===== src/rtl/ipw_pkg.sv =====
package ipw_pkg;

  // i/o port pair and key values
  localparam logic [15:0] IPW_PORT_INDEX = 16'h002e;
  localparam logic [15:0] IPW_PORT_DATA  = 16'h002f;
  localparam logic [7:0]  IPW_KEY_UNLOCK = 8'h87;
  localparam logic [7:0]  IPW_KEY_LOCK   = 8'haa;

  // register indices
  localparam logic [7:0]  IPW_IDX_LDN    = 8'h07;
  localparam logic [7:0]  IPW_IDX_ACT    = 8'h30;
  localparam logic [7:0]  IPW_IDX_UNIT   = 8'hf5;
  localparam logic [7:0]  IPW_IDX_COUNT  = 8'hf6;
  localparam logic [7:0]  IPW_IDX_CTRL   = 8'hf7;
  localparam logic [7:0]  IPW_LDN_WDT    = 8'h08;

  // field positions
  localparam int          IPW_ACT_EN     = 0;
  localparam int          IPW_UNIT_MIN   = 3;
  localparam int          IPW_UNIT_FAST  = 4;
  localparam int          IPW_CTRL_MOUSE = 7;
  localparam int          IPW_CTRL_KBD   = 6;
  localparam int          IPW_CTRL_FORCE = 5;
  localparam int          IPW_CTRL_STAT  = 4;

  // reset and read-back values
  localparam logic [7:0]  IPW_RST_BYTE   = 8'h00;
  localparam logic [7:0]  IPW_RD_NONE    = 8'hff;

  // timing: base tick is one millisecond
  localparam int unsigned IPW_CLK_NS     = 8;
  localparam int unsigned IPW_TICK_NS    = 1000000;
  localparam int unsigned IPW_MS_CYCLES  = IPW_TICK_NS / IPW_CLK_NS;
  localparam logic [15:0] IPW_MS_PER_SEC = 16'h03e8;
  localparam logic [15:0] IPW_SEC_PER_MIN = 16'h003c;
  localparam logic [15:0] IPW_ONE_MS     = 16'h0001;

  typedef enum logic [1:0] {
    IPW_LOCKED,
    IPW_KEY1,
    IPW_OPEN
  } ipw_lock_t;

  typedef struct packed {
    logic        wr;
    logic        rd;
    logic [15:0] addr;
    logic [7:0]  wdata;
  } ipw_io_req_t;

  typedef struct packed {
    logic        valid;
    logic [7:0]  data;
  } ipw_io_rsp_t;

endpackage


===== src/rtl/ipw_watchdog.sv =====
// Notes on behaviour
// - index port selects, data port transfers
// - two unlock keys in a row open access
// - device number eight selects watchdog registers
// - activation bit enables; disabled after reset
// - unit bit three: seconds or minutes
// - unit bit four: thousand times faster
// - count zero stops; one to 255 interval
// - count write reloads and restarts counting
// - expiry asserts the timeout output
// - control bit six: keyboard restarts counter
// - control bit seven: mouse restarts counter
// - control bit five forces timeout, self-clears
// - control bit four reads timeout status
`timescale 1ns/1ns
module ipw_watchdog #(
  parameter int unsigned MS_CYCLES = ipw_pkg::IPW_MS_CYCLES
) (
  input  wire logic                 sys_clk_i,
  input  wire logic                 nrst_i,
  input  wire ipw_pkg::ipw_io_req_t io_req_i,
  input  wire logic                 kbd_act_i,
  input  wire logic                 mouse_act_i,
  output ipw_pkg::ipw_io_rsp_t      io_rsp_o,
  output logic                      wdt_timeout_o
);
  import ipw_pkg::*;

  function automatic logic [15:0] unit_ms(input logic minutes, input logic fast);
    logic [15:0] base;
    base = fast ? IPW_ONE_MS : IPW_MS_PER_SEC;
    unit_ms = minutes ? 16'(base * IPW_SEC_PER_MIN) : base;
  endfunction

  ipw_lock_t   lock_r,  lock_nxt;
  logic [7:0]  idx_r,   idx_nxt;
  logic [7:0]  ldn_r,   ldn_nxt;
  logic [7:0]  act_r,   act_nxt;
  logic [7:0]  unit_r,  unit_nxt;
  logic [7:0]  load_r,  load_nxt;
  logic [7:0]  cnt_r,   cnt_nxt;
  logic        kbd_en_r, kbd_en_nxt;
  logic        ms_en_r, ms_en_nxt;
  logic        stat_r,  stat_nxt;
  logic [23:0] pre_r,   pre_nxt;
  logic [15:0] sub_r,   sub_nxt;
  logic [2:0]  kbd_s_r, kbd_s_nxt;
  logic [2:0]  ms_s_r,  ms_s_nxt;
  ipw_io_rsp_t rsp_r,   rsp_nxt;

  logic        wr_index;
  logic        wr_data;
  logic        wdt_sel;
  logic        kbd_edge;
  logic        ms_edge;
  logic        restart;
  logic        force_to;
  logic        expire;
  logic [15:0] limit;

  always_comb begin
    lock_nxt   = lock_r;
    idx_nxt    = idx_r;
    ldn_nxt    = ldn_r;
    act_nxt    = act_r;
    unit_nxt   = unit_r;
    load_nxt   = load_r;
    cnt_nxt    = cnt_r;
    kbd_en_nxt = kbd_en_r;
    ms_en_nxt  = ms_en_r;
    stat_nxt   = stat_r;
    pre_nxt    = pre_r;
    sub_nxt    = sub_r;
    force_to   = 1'b0;
    expire     = 1'b0;
    rsp_nxt    = '0;

    // pins pass two flops; edge taken from the second and third
    kbd_s_nxt  = {kbd_s_r[1:0], kbd_act_i};
    ms_s_nxt   = {ms_s_r[1:0], mouse_act_i};
    kbd_edge   = kbd_s_r[1] & ~kbd_s_r[2];
    ms_edge    = ms_s_r[1] & ~ms_s_r[2];

    wr_index   = io_req_i.wr && (io_req_i.addr == IPW_PORT_INDEX);
    wr_data    = io_req_i.wr && (io_req_i.addr == IPW_PORT_DATA)
                 && (lock_r == IPW_OPEN);
    wdt_sel    = (ldn_r == IPW_LDN_WDT);
    limit      = unit_ms(unit_r[IPW_UNIT_MIN], unit_r[IPW_UNIT_FAST]);
    restart    = (kbd_edge && kbd_en_r) || (ms_edge && ms_en_r);

    case (lock_r)
      IPW_LOCKED: begin
        if (wr_index && io_req_i.wdata == IPW_KEY_UNLOCK) begin
          lock_nxt = IPW_KEY1;
        end
      end
      IPW_KEY1: begin
        if (wr_index) begin
          lock_nxt = (io_req_i.wdata == IPW_KEY_UNLOCK) ? IPW_OPEN : IPW_LOCKED;
        end
      end
      IPW_OPEN: begin
        if (wr_index) begin
          if (io_req_i.wdata == IPW_KEY_LOCK) begin
            lock_nxt = IPW_LOCKED;
          end else begin
            idx_nxt = io_req_i.wdata;
          end
        end
      end
      default: lock_nxt = IPW_LOCKED;
    endcase

    // unit tick and countdown
    if (act_r[IPW_ACT_EN] && cnt_r != IPW_RST_BYTE) begin
      if (pre_r == 24'(MS_CYCLES - 1)) begin
        pre_nxt = '0;
        if (sub_r + IPW_ONE_MS >= limit) begin
          sub_nxt = '0;
          cnt_nxt = cnt_r - 8'h01;
          expire  = (cnt_r == 8'h01);
        end else begin
          sub_nxt = sub_r + IPW_ONE_MS;
        end
      end else begin
        pre_nxt = pre_r + 24'h000001;
      end
    end

    if (restart) begin
      cnt_nxt = load_r;
      pre_nxt = '0;
      sub_nxt = '0;
    end

    if (wr_data) begin
      if (idx_r == IPW_IDX_LDN) begin
        ldn_nxt = io_req_i.wdata;
      end else if (wdt_sel) begin
        case (idx_r)
          IPW_IDX_ACT:  act_nxt  = io_req_i.wdata;
          IPW_IDX_UNIT: unit_nxt = io_req_i.wdata;
          IPW_IDX_COUNT: begin
            load_nxt = io_req_i.wdata;
            cnt_nxt  = io_req_i.wdata;
            pre_nxt  = '0;
            sub_nxt  = '0;
            stat_nxt = 1'b0;
          end
          IPW_IDX_CTRL: begin
            ms_en_nxt  = io_req_i.wdata[IPW_CTRL_MOUSE];
            kbd_en_nxt = io_req_i.wdata[IPW_CTRL_KBD];
            force_to   = io_req_i.wdata[IPW_CTRL_FORCE];
          end
          default: ;
        endcase
      end
    end

    // set wins over the clear from a count write
    if (expire || force_to) begin
      stat_nxt = 1'b1;
    end

    if (io_req_i.rd) begin
      rsp_nxt.valid = 1'b1;
      rsp_nxt.data  = IPW_RD_NONE;
      if (io_req_i.addr == IPW_PORT_INDEX && lock_r == IPW_OPEN) begin
        rsp_nxt.data = idx_r;
      end else if (io_req_i.addr == IPW_PORT_DATA && lock_r == IPW_OPEN) begin
        if (idx_r == IPW_IDX_LDN) begin
          rsp_nxt.data = ldn_r;
        end else if (wdt_sel) begin
          case (idx_r)
            IPW_IDX_ACT:   rsp_nxt.data = act_r;
            IPW_IDX_UNIT:  rsp_nxt.data = unit_r;
            IPW_IDX_COUNT: rsp_nxt.data = load_r;
            IPW_IDX_CTRL: begin
              rsp_nxt.data = IPW_RST_BYTE;
              rsp_nxt.data[IPW_CTRL_MOUSE] = ms_en_r;
              rsp_nxt.data[IPW_CTRL_KBD]   = kbd_en_r;
              rsp_nxt.data[IPW_CTRL_STAT]  = stat_r;
            end
            default: rsp_nxt.data = IPW_RD_NONE;
          endcase
        end
      end
    end
  end

  always_ff @(posedge sys_clk_i or negedge nrst_i) begin
    if (!nrst_i) begin
      lock_r   <= IPW_LOCKED;
      idx_r    <= IPW_RST_BYTE;
      ldn_r    <= IPW_RST_BYTE;
      act_r    <= IPW_RST_BYTE;
      unit_r   <= IPW_RST_BYTE;
      load_r   <= IPW_RST_BYTE;
      cnt_r    <= IPW_RST_BYTE;
      kbd_en_r <= 1'b0;
      ms_en_r  <= 1'b0;
      stat_r   <= 1'b0;
      pre_r    <= '0;
      sub_r    <= '0;
      kbd_s_r  <= '0;
      ms_s_r   <= '0;
      rsp_r    <= '0;
    end else begin
      lock_r   <= lock_nxt;
      idx_r    <= idx_nxt;
      ldn_r    <= ldn_nxt;
      act_r    <= act_nxt;
      unit_r   <= unit_nxt;
      load_r   <= load_nxt;
      cnt_r    <= cnt_nxt;
      kbd_en_r <= kbd_en_nxt;
      ms_en_r  <= ms_en_nxt;
      stat_r   <= stat_nxt;
      pre_r    <= pre_nxt;
      sub_r    <= sub_nxt;
      kbd_s_r  <= kbd_s_nxt;
      ms_s_r   <= ms_s_nxt;
      rsp_r    <= rsp_nxt;
    end
  end

  assign io_rsp_o      = rsp_r;
  assign wdt_timeout_o = stat_r;
endmodule


===== config.mk =====
export PLATFORM = sky130hd
export DESIGN_NAME = ipw_watchdog
export DESIGN_NICKNAME = d
export VERILOG_FILES = /design/src/rtl/ipw_pkg.sv /design/src/rtl/ipw_watchdog.sv
export SDC_FILE = /design/constraint.sdc
export NUM_CORES = 1
export LEC_CHECK = 0
export ABC_CLOCK_PERIOD_IN_PS = 3500
export BUFFER_PORTS_ARGS = -buffer_cell sky130_fd_sc_hd__buf_4
export CAP_MARGIN = 10
export CORE_ASPECT_RATIO = 1.2
export CORE_MARGIN = 2
export CORE_UTILIZATION = 55
export CTS_BUF_LIST = sky130_fd_sc_hd__clkbuf_16
export DETAILED_ROUTE_END_ITERATION = 7
export PLACE_DENSITY = 0.76
export SYNTH_ARGS = -nofsm -noshare
export SYNTH_HDL_FRONTEND = slang
export SYNTH_SLANG_ARGS = --single-unit

===== constraint.sdc =====
create_clock -name sys_clk_i -period 3.5 [get_ports sys_clk_i]
set_input_delay 0.175 -clock sys_clk_i [delete_from_list [all_inputs] [get_ports sys_clk_i]]
set_output_delay 0.175 -clock sys_clk_i [all_outputs]
set_load 0.02 [all_outputs]

# Word level (Yosys, flattened, before mapping)
# Cells that the tools add are included.
# Widths: inputs -> output; s select.
# totals
inputBits,30
word_cells,119
register_bits,108
# op_classes
eq_ne,19
bitwise,6
magnitude_cmp,1
multipliers,1
reduce_logical,24
add_sub_neg,3
mux,49
# op_table
op,n
$mux 24,7
$mux 16,9
$mux 8,12
$eq 8x8->1 const B,5
$eq 16x6->1 const B,2
$pmux 8 s4,1
$add 24x1->24 const B,1
$eq 24x17->1 const B,1
$reduce_and 4->1,6
$add 16x1->16 const B,1
$ge 16x16->1,1
$mul 10x4->14 const B,1
$mux 1,12
$mux 10,1
$mux 2,5
$ne 2x2->1 const B,5
$logic_and 1x1->1,9
$mux 9,1
$eq 8x1->1 const B,1
$eq 8x3->1 const B,1
$eq 8x4->1 const B,1
$eq 8x6->1 const B,1
$reduce_bool 8->1,1
$sub 8x1->8 const B,1
10 further kinds,17

# Depth between registers and ports, before layout
# logic_depth
ltp_word,12
depth_mapped,16
ltp_nobuf,16

# Least setup slack after synthesis
# No wires, ideal clock.
# synth_path
path_type,register -> register
from,reg sub_r[0]
to,reg cnt_r[6]
arrival_ps,3299
t_required_ps,3436
stages_incl_launch_ff,16
period_less_slack_ps,3362
path_buffers,0
setup_slack_ps,138
cell_sequence,dfrtp_1 -> and3_1 -> nand3_1 -> nor2_1 -> nand3_1 -> nor3_1 -> xor2_1 -> ha_1 -> nand4_1 -> a211oi_1 -> o21ai_0 -> a31oi_4 -> o21ai_4 -> or4_1 -> a31oi_1 -> a21bo_1
# synth_via
elab_chain_len,10
# synth_lines
element,line_no,text
from (decl),ipw_watchdog.sv:46,"logic [15:0] sub_r, sub_nxt;"
from (signal assigned),ipw_watchdog.sv:220,sub_r <= sub_nxt;
$add 16x1->16 *,ipw_watchdog.sv:118,if (sub_r + IPW_ONE_MS >= limit) begin
$ge 16x16->1 *,ipw_watchdog.sv:118,
$mux 8 *,ipw_watchdog.sv:118,
$mux 8 *,ipw_watchdog.sv:116,if (pre_r == 24'(MS_CYCLES - 1)) begin
$mux 8 *,ipw_watchdog.sv:115,if (act_r[IPW_ACT_EN] && cnt_r != IPW_RST_BYTE) begin
$mux 8 *,ipw_watchdog.sv:130,if (restart) begin
$mux 8,ipw_watchdog.sv:140,case (idx_r)
$mux 8,ipw_watchdog.sv:139,end else if (wdt_sel) begin
$mux 8,ipw_watchdog.sv:137,if (idx_r == IPW_IDX_LDN) begin
$mux 8 *,ipw_watchdog.sv:136,if (wr_data) begin
via cnt_nxt[6],ipw_watchdog.sv:41,"logic [7:0] cnt_r, cnt_nxt;"
to (signal assigned),ipw_watchdog.sv:215,cnt_r <= cnt_nxt;
to (decl),ipw_watchdog.sv:41,
# Mark *: on every way through the listed nets, which the timed path passes. The rest lies on a longest branch.
# A chain may end at the register's enable or synchronous reset.

# Worst setup path in the final report
# layout_path
from,reg sub_r[9]
to,reg sub_r[5]
# layout_via
elab_chain_len,10
# layout_lines
element,line_no
$add 16x1->16 *,ipw_watchdog.sv:118
$ge 16x16->1 *,ipw_watchdog.sv:118
$mux 16 *,ipw_watchdog.sv:118
$mux 16 *,ipw_watchdog.sv:116
$mux 16 *,ipw_watchdog.sv:115
$mux 16 *,ipw_watchdog.sv:130
$mux 16,ipw_watchdog.sv:140
$mux 16,ipw_watchdog.sv:139
$mux 16,ipw_watchdog.sv:137
$mux 16 *,ipw_watchdog.sv:136
via sub_nxt[5],ipw_watchdog.sv:46
# Marked as above.

==> impl_metrics.tcl <==
set metrics [dict create \
    cts-root-buf "clkbuf_16" \
    nFillCells 817 \
    postSynthCellCount 594 \
    areaGrowthSynthToFinish_pct 16.0 \
    grt_pass1_wl_um 22100 \
    yosys.area.top_type "dfrtp_1" \
    cts.reportedPaths.clkPinSlew_ns 0.07 \
    p_per_area_nw_per_um2 358 \
    cts_tree "done" \
    crit_family "simple AND/OR/NAND/NOR gates" \
    fmax_mhz 287 \
    worst_path_largest_cell_delay_ns 0.50 \
    cts_made_buffers 9 \
    finalCriticalPeriod_ns 3.48 \
    async_flop_share 1.00 \
    status "finished clean" \
    drc_errors 0 \
    die_w_um 97.8 \
    fin_crit_sh 0.995 \
    clkLatencyLatePin_ns 0.35 \
    end_kind "register" \
    place_congestion 0.854 \
    combPwrFrac 0.038 \
    synth_top_area_share 0.465 \
    crit_chain "nand3_1 > inv_1 > nand3_2 > inv_1 > nand3_1 > xnor2_1 > ha_1 > o21ai_0 > nand2b_1 > a21oi_1 > a41oi_4 > nor4_4 > buf_4 > nand2_1 > a31oi_1" \
    clkSinkCount 108 \
    finalHoldViolCount 0 \
    drv_cap 0 \
    start_util 0.558 \
    overflow 0 \
    p_switching_w 0.000551 \
    dieArea_um2 11400 \
    grt_pass1_vias 4725 \
    antenna_found_initial 0 \
    sw_frac_of_total 0.228 \
    setup_tns_ns 0 \
    skew_ns 0.00808 \
    crit_buf_inv 3 \
    tightest_slew_ns 0.776 \
    avgSynthCellArea_um2 9.78 \
    synth-main-ff-cell "dfrtp_1" \
    slew_headroom 0.481 \
    syn_nets 647 \
    dieHeight_um 117 \
    post_drt_wl_per_cell_um 17.7 \
    final_cell_mix "dfrtp_1 (107), nand2_1 (67), nor2_1 (56), buf_4 (56), o21ai_0 (37)" \
    final_util 0.647 \
    crit_fanout 8 \
    final-setup-viol-count 0 \
    p_leak_nw 3.09 \
    r2r_slack_ns 0.02 \
    vias 4724 \
    syn_area_um2 5810 \
    io_pins 40 \
    peakVddDrop_v 0.000229 \
    p_clk_frac 0.440 \
    crit_slowest_cell "dfrtp_1" \
    path_class "register to register" \
    rows 41 \
    drt_iter0_markers 286 \
    dr.pass1.iters 5 \
    ys_ff_latch 108 \
    p_seq_frac 0.522 \
    hold_class "input pin to register" \
    slew_violations 0 \
    grt_max_degree 51 \
    synthTopCellsByArea "dfrtp_1 (47%), mux2_2 (6.2%), ha_1 (5.0%)" \
    num_antenna_cells 0 \
    drive_gt1_frac 0.199 \
    fin_hold_ws_ns 0.101 \
    rsz0062_at_grt "yes" \
    htreeDepth 3 \
    p_int_w 0.00186 \
    nets 701 \
    via_per_inst 6.04 \
    place_ws_ns 0.00490 \
    place_hpwl_um 9570 \
    synth.distinct_cells 59 \
    track_usage 0.243 \
    final.setup.worst_slack_ns 0.0186 \
    yosysSeqAreaShare 0.465 \
    coreArea_um2 10400 \
    routed_wl_um 13800 \
    portBuffers 39 \
    clk_path_buf_depth 2 \
    ant_nets 0 \
    cp-start-kind "register" \
    cp_data_required_time_ns 3.78 \
    yosysWarnings 0 \
    cp.arrival_ns 3.76 \
    synth_edf_count 0 \
    final_common_cell "dfrtp_1" \
]
## timing repair
action                     CTS  global route
gates resized for setup      1            20
hold buffers                 4             0
setup endpoints to repair    2            21
gates cloned                 0             2
buffers inserted             0             3
pin swaps                    0             6
hold endpoints to repair    51             0
## power by group through the flow
stage                     clock network, W   logic [W]  registers, W
final                              0.00106   0.0000912       0.00126
after global routing               0.00112    0.000102       0.00126
after CTS                          0.00107   0.0000934       0.00126
after detailed placement                 0   0.0000894       0.00128
after global placement                   0   0.0000880       0.00128
after floorplan                          0  0.00000729       0.00129
## worst reg2reg max path: cells and delay by family (launching register included)
family / cells / cell delay (ns)
buffers and inverters: 3 / 0.47
DFF: 1 / 0.50
adders and majority gates: 1 / 0.32
AOI/OAI and AO/OA: 4 / 0.76
xor gates and xnor gates: 1 / 0.30
and+or+nand+nor: 6 / 1.07
## final timing paths
kind                                      startpoint                    end  cells after the start
worst max-delay path              sub_r[9]$_DFF_PN0_     sub_r[5]$_DFF_PN0_                     15
worst min-delay path                     io_req_i[3]  load_r[3]$_DFFE_PN0P_                      3
worst max register to register    sub_r[9]$_DFF_PN0_     sub_r[5]$_DFF_PN0_                     15
worst min register to register  kbd_s_r[0]$_DFF_PN0_   kbd_s_r[1]$_DFF_PN0_                      0
max in group asynchronous                     nrst_i  unit_r[3]$_DFFE_PN0P_                      3
min in group asynchronous                     nrst_i    pre_r[18]$_DFF_PN0_                      2
## registers in the layout, summed over array words and instances, names as in the netlist
| signal | count |
|---|---|
| wdt_timeout_o | 1 |
| lock_r | 2 |
| unit_r | 8 |
| cnt_r | 8 |
| ms_en_r | 1 |
| ldn_r | 8 |
| pre_r | 24 |
| idx_r | 8 |
| ms_s_r | 3 |
| act_r | 8 |
| load_r | 8 |
| io_rsp_o | 9 |
| kbd_s_r | 3 |
| kbd_en_r | 1 |
| sub_r | 16 |
## metrics by stage
stage	std cells	total power, W	cell area, µm²
after global placement	757	0.00137	6280
after floorplan	594	0.00130	5810
final	782	0.00241	6740
after detailed placement	757	0.00137	6280
after global routing	782	0.00248	6740
after CTS	777	0.00242	6630
## routing by layer
metal	wire [µm]	track usage	vias up
li1	-	-	2239
met5	0	0	-
met4	386	0.0991	0
met2	7370	0.456	168
met3	595	0.0383	35
met1	5480	0.279	2282
## cell families after synthesis
kind of cell	share of synthesized area
adders and majority gates	0.0496
and+or+nand+nor	0.202
DFF	0.465
muxes	0.0621
xor gates and xnor gates	0.0588
AOI/OAI and AO/OA	0.133
buffers and inverters	0.0289
## cell type report
| type | instances | area, µm² | area share |
|---|---|---|---|
| Timing Repair Buffer | 62 | 477 | 0.0708 |
| Tap cell | 129 | 161 | 0.0240 |
| Clock buffer | 9 | 225 | 0.0334 |
| Multi-Input combinational cell | 446 | 3010 | 0.446 |
| Clock inverter | 7 | 83.8 | 0.0124 |
| Inverter | 21 | 78.8 | 0.0117 |
| Sequential cell | 108 | 2700 | 0.401 |
## synth_stat cells, types with 2 or more instances
cell type and instances:
a211oi_1 3, a21oi_1 28, a222oi_1 5, a22o_1 4
a22oi_1 7, a31oi_1 9, and2_1 2, and3_1 9
and4_1 2, buf_2 5, clkbuf_1 12, dfrtp_1 108
ha_1 23, inv_1 21, mux2_2 32, nand2_1 67
nand2b_1 5, nand3_1 31, nand4_1 14, nor2_1 57
nor2b_1 6, nor3_1 14, nor3b_1 3, nor4_1 6
nor4b_1 2, o2111ai_1 4, o21ai_0 39, o31ai_1 3
or3_1 5, or4_1 2, xnor2_1 22, xor2_1 17
Note: power is estimated with default switching activity, not from simulation.
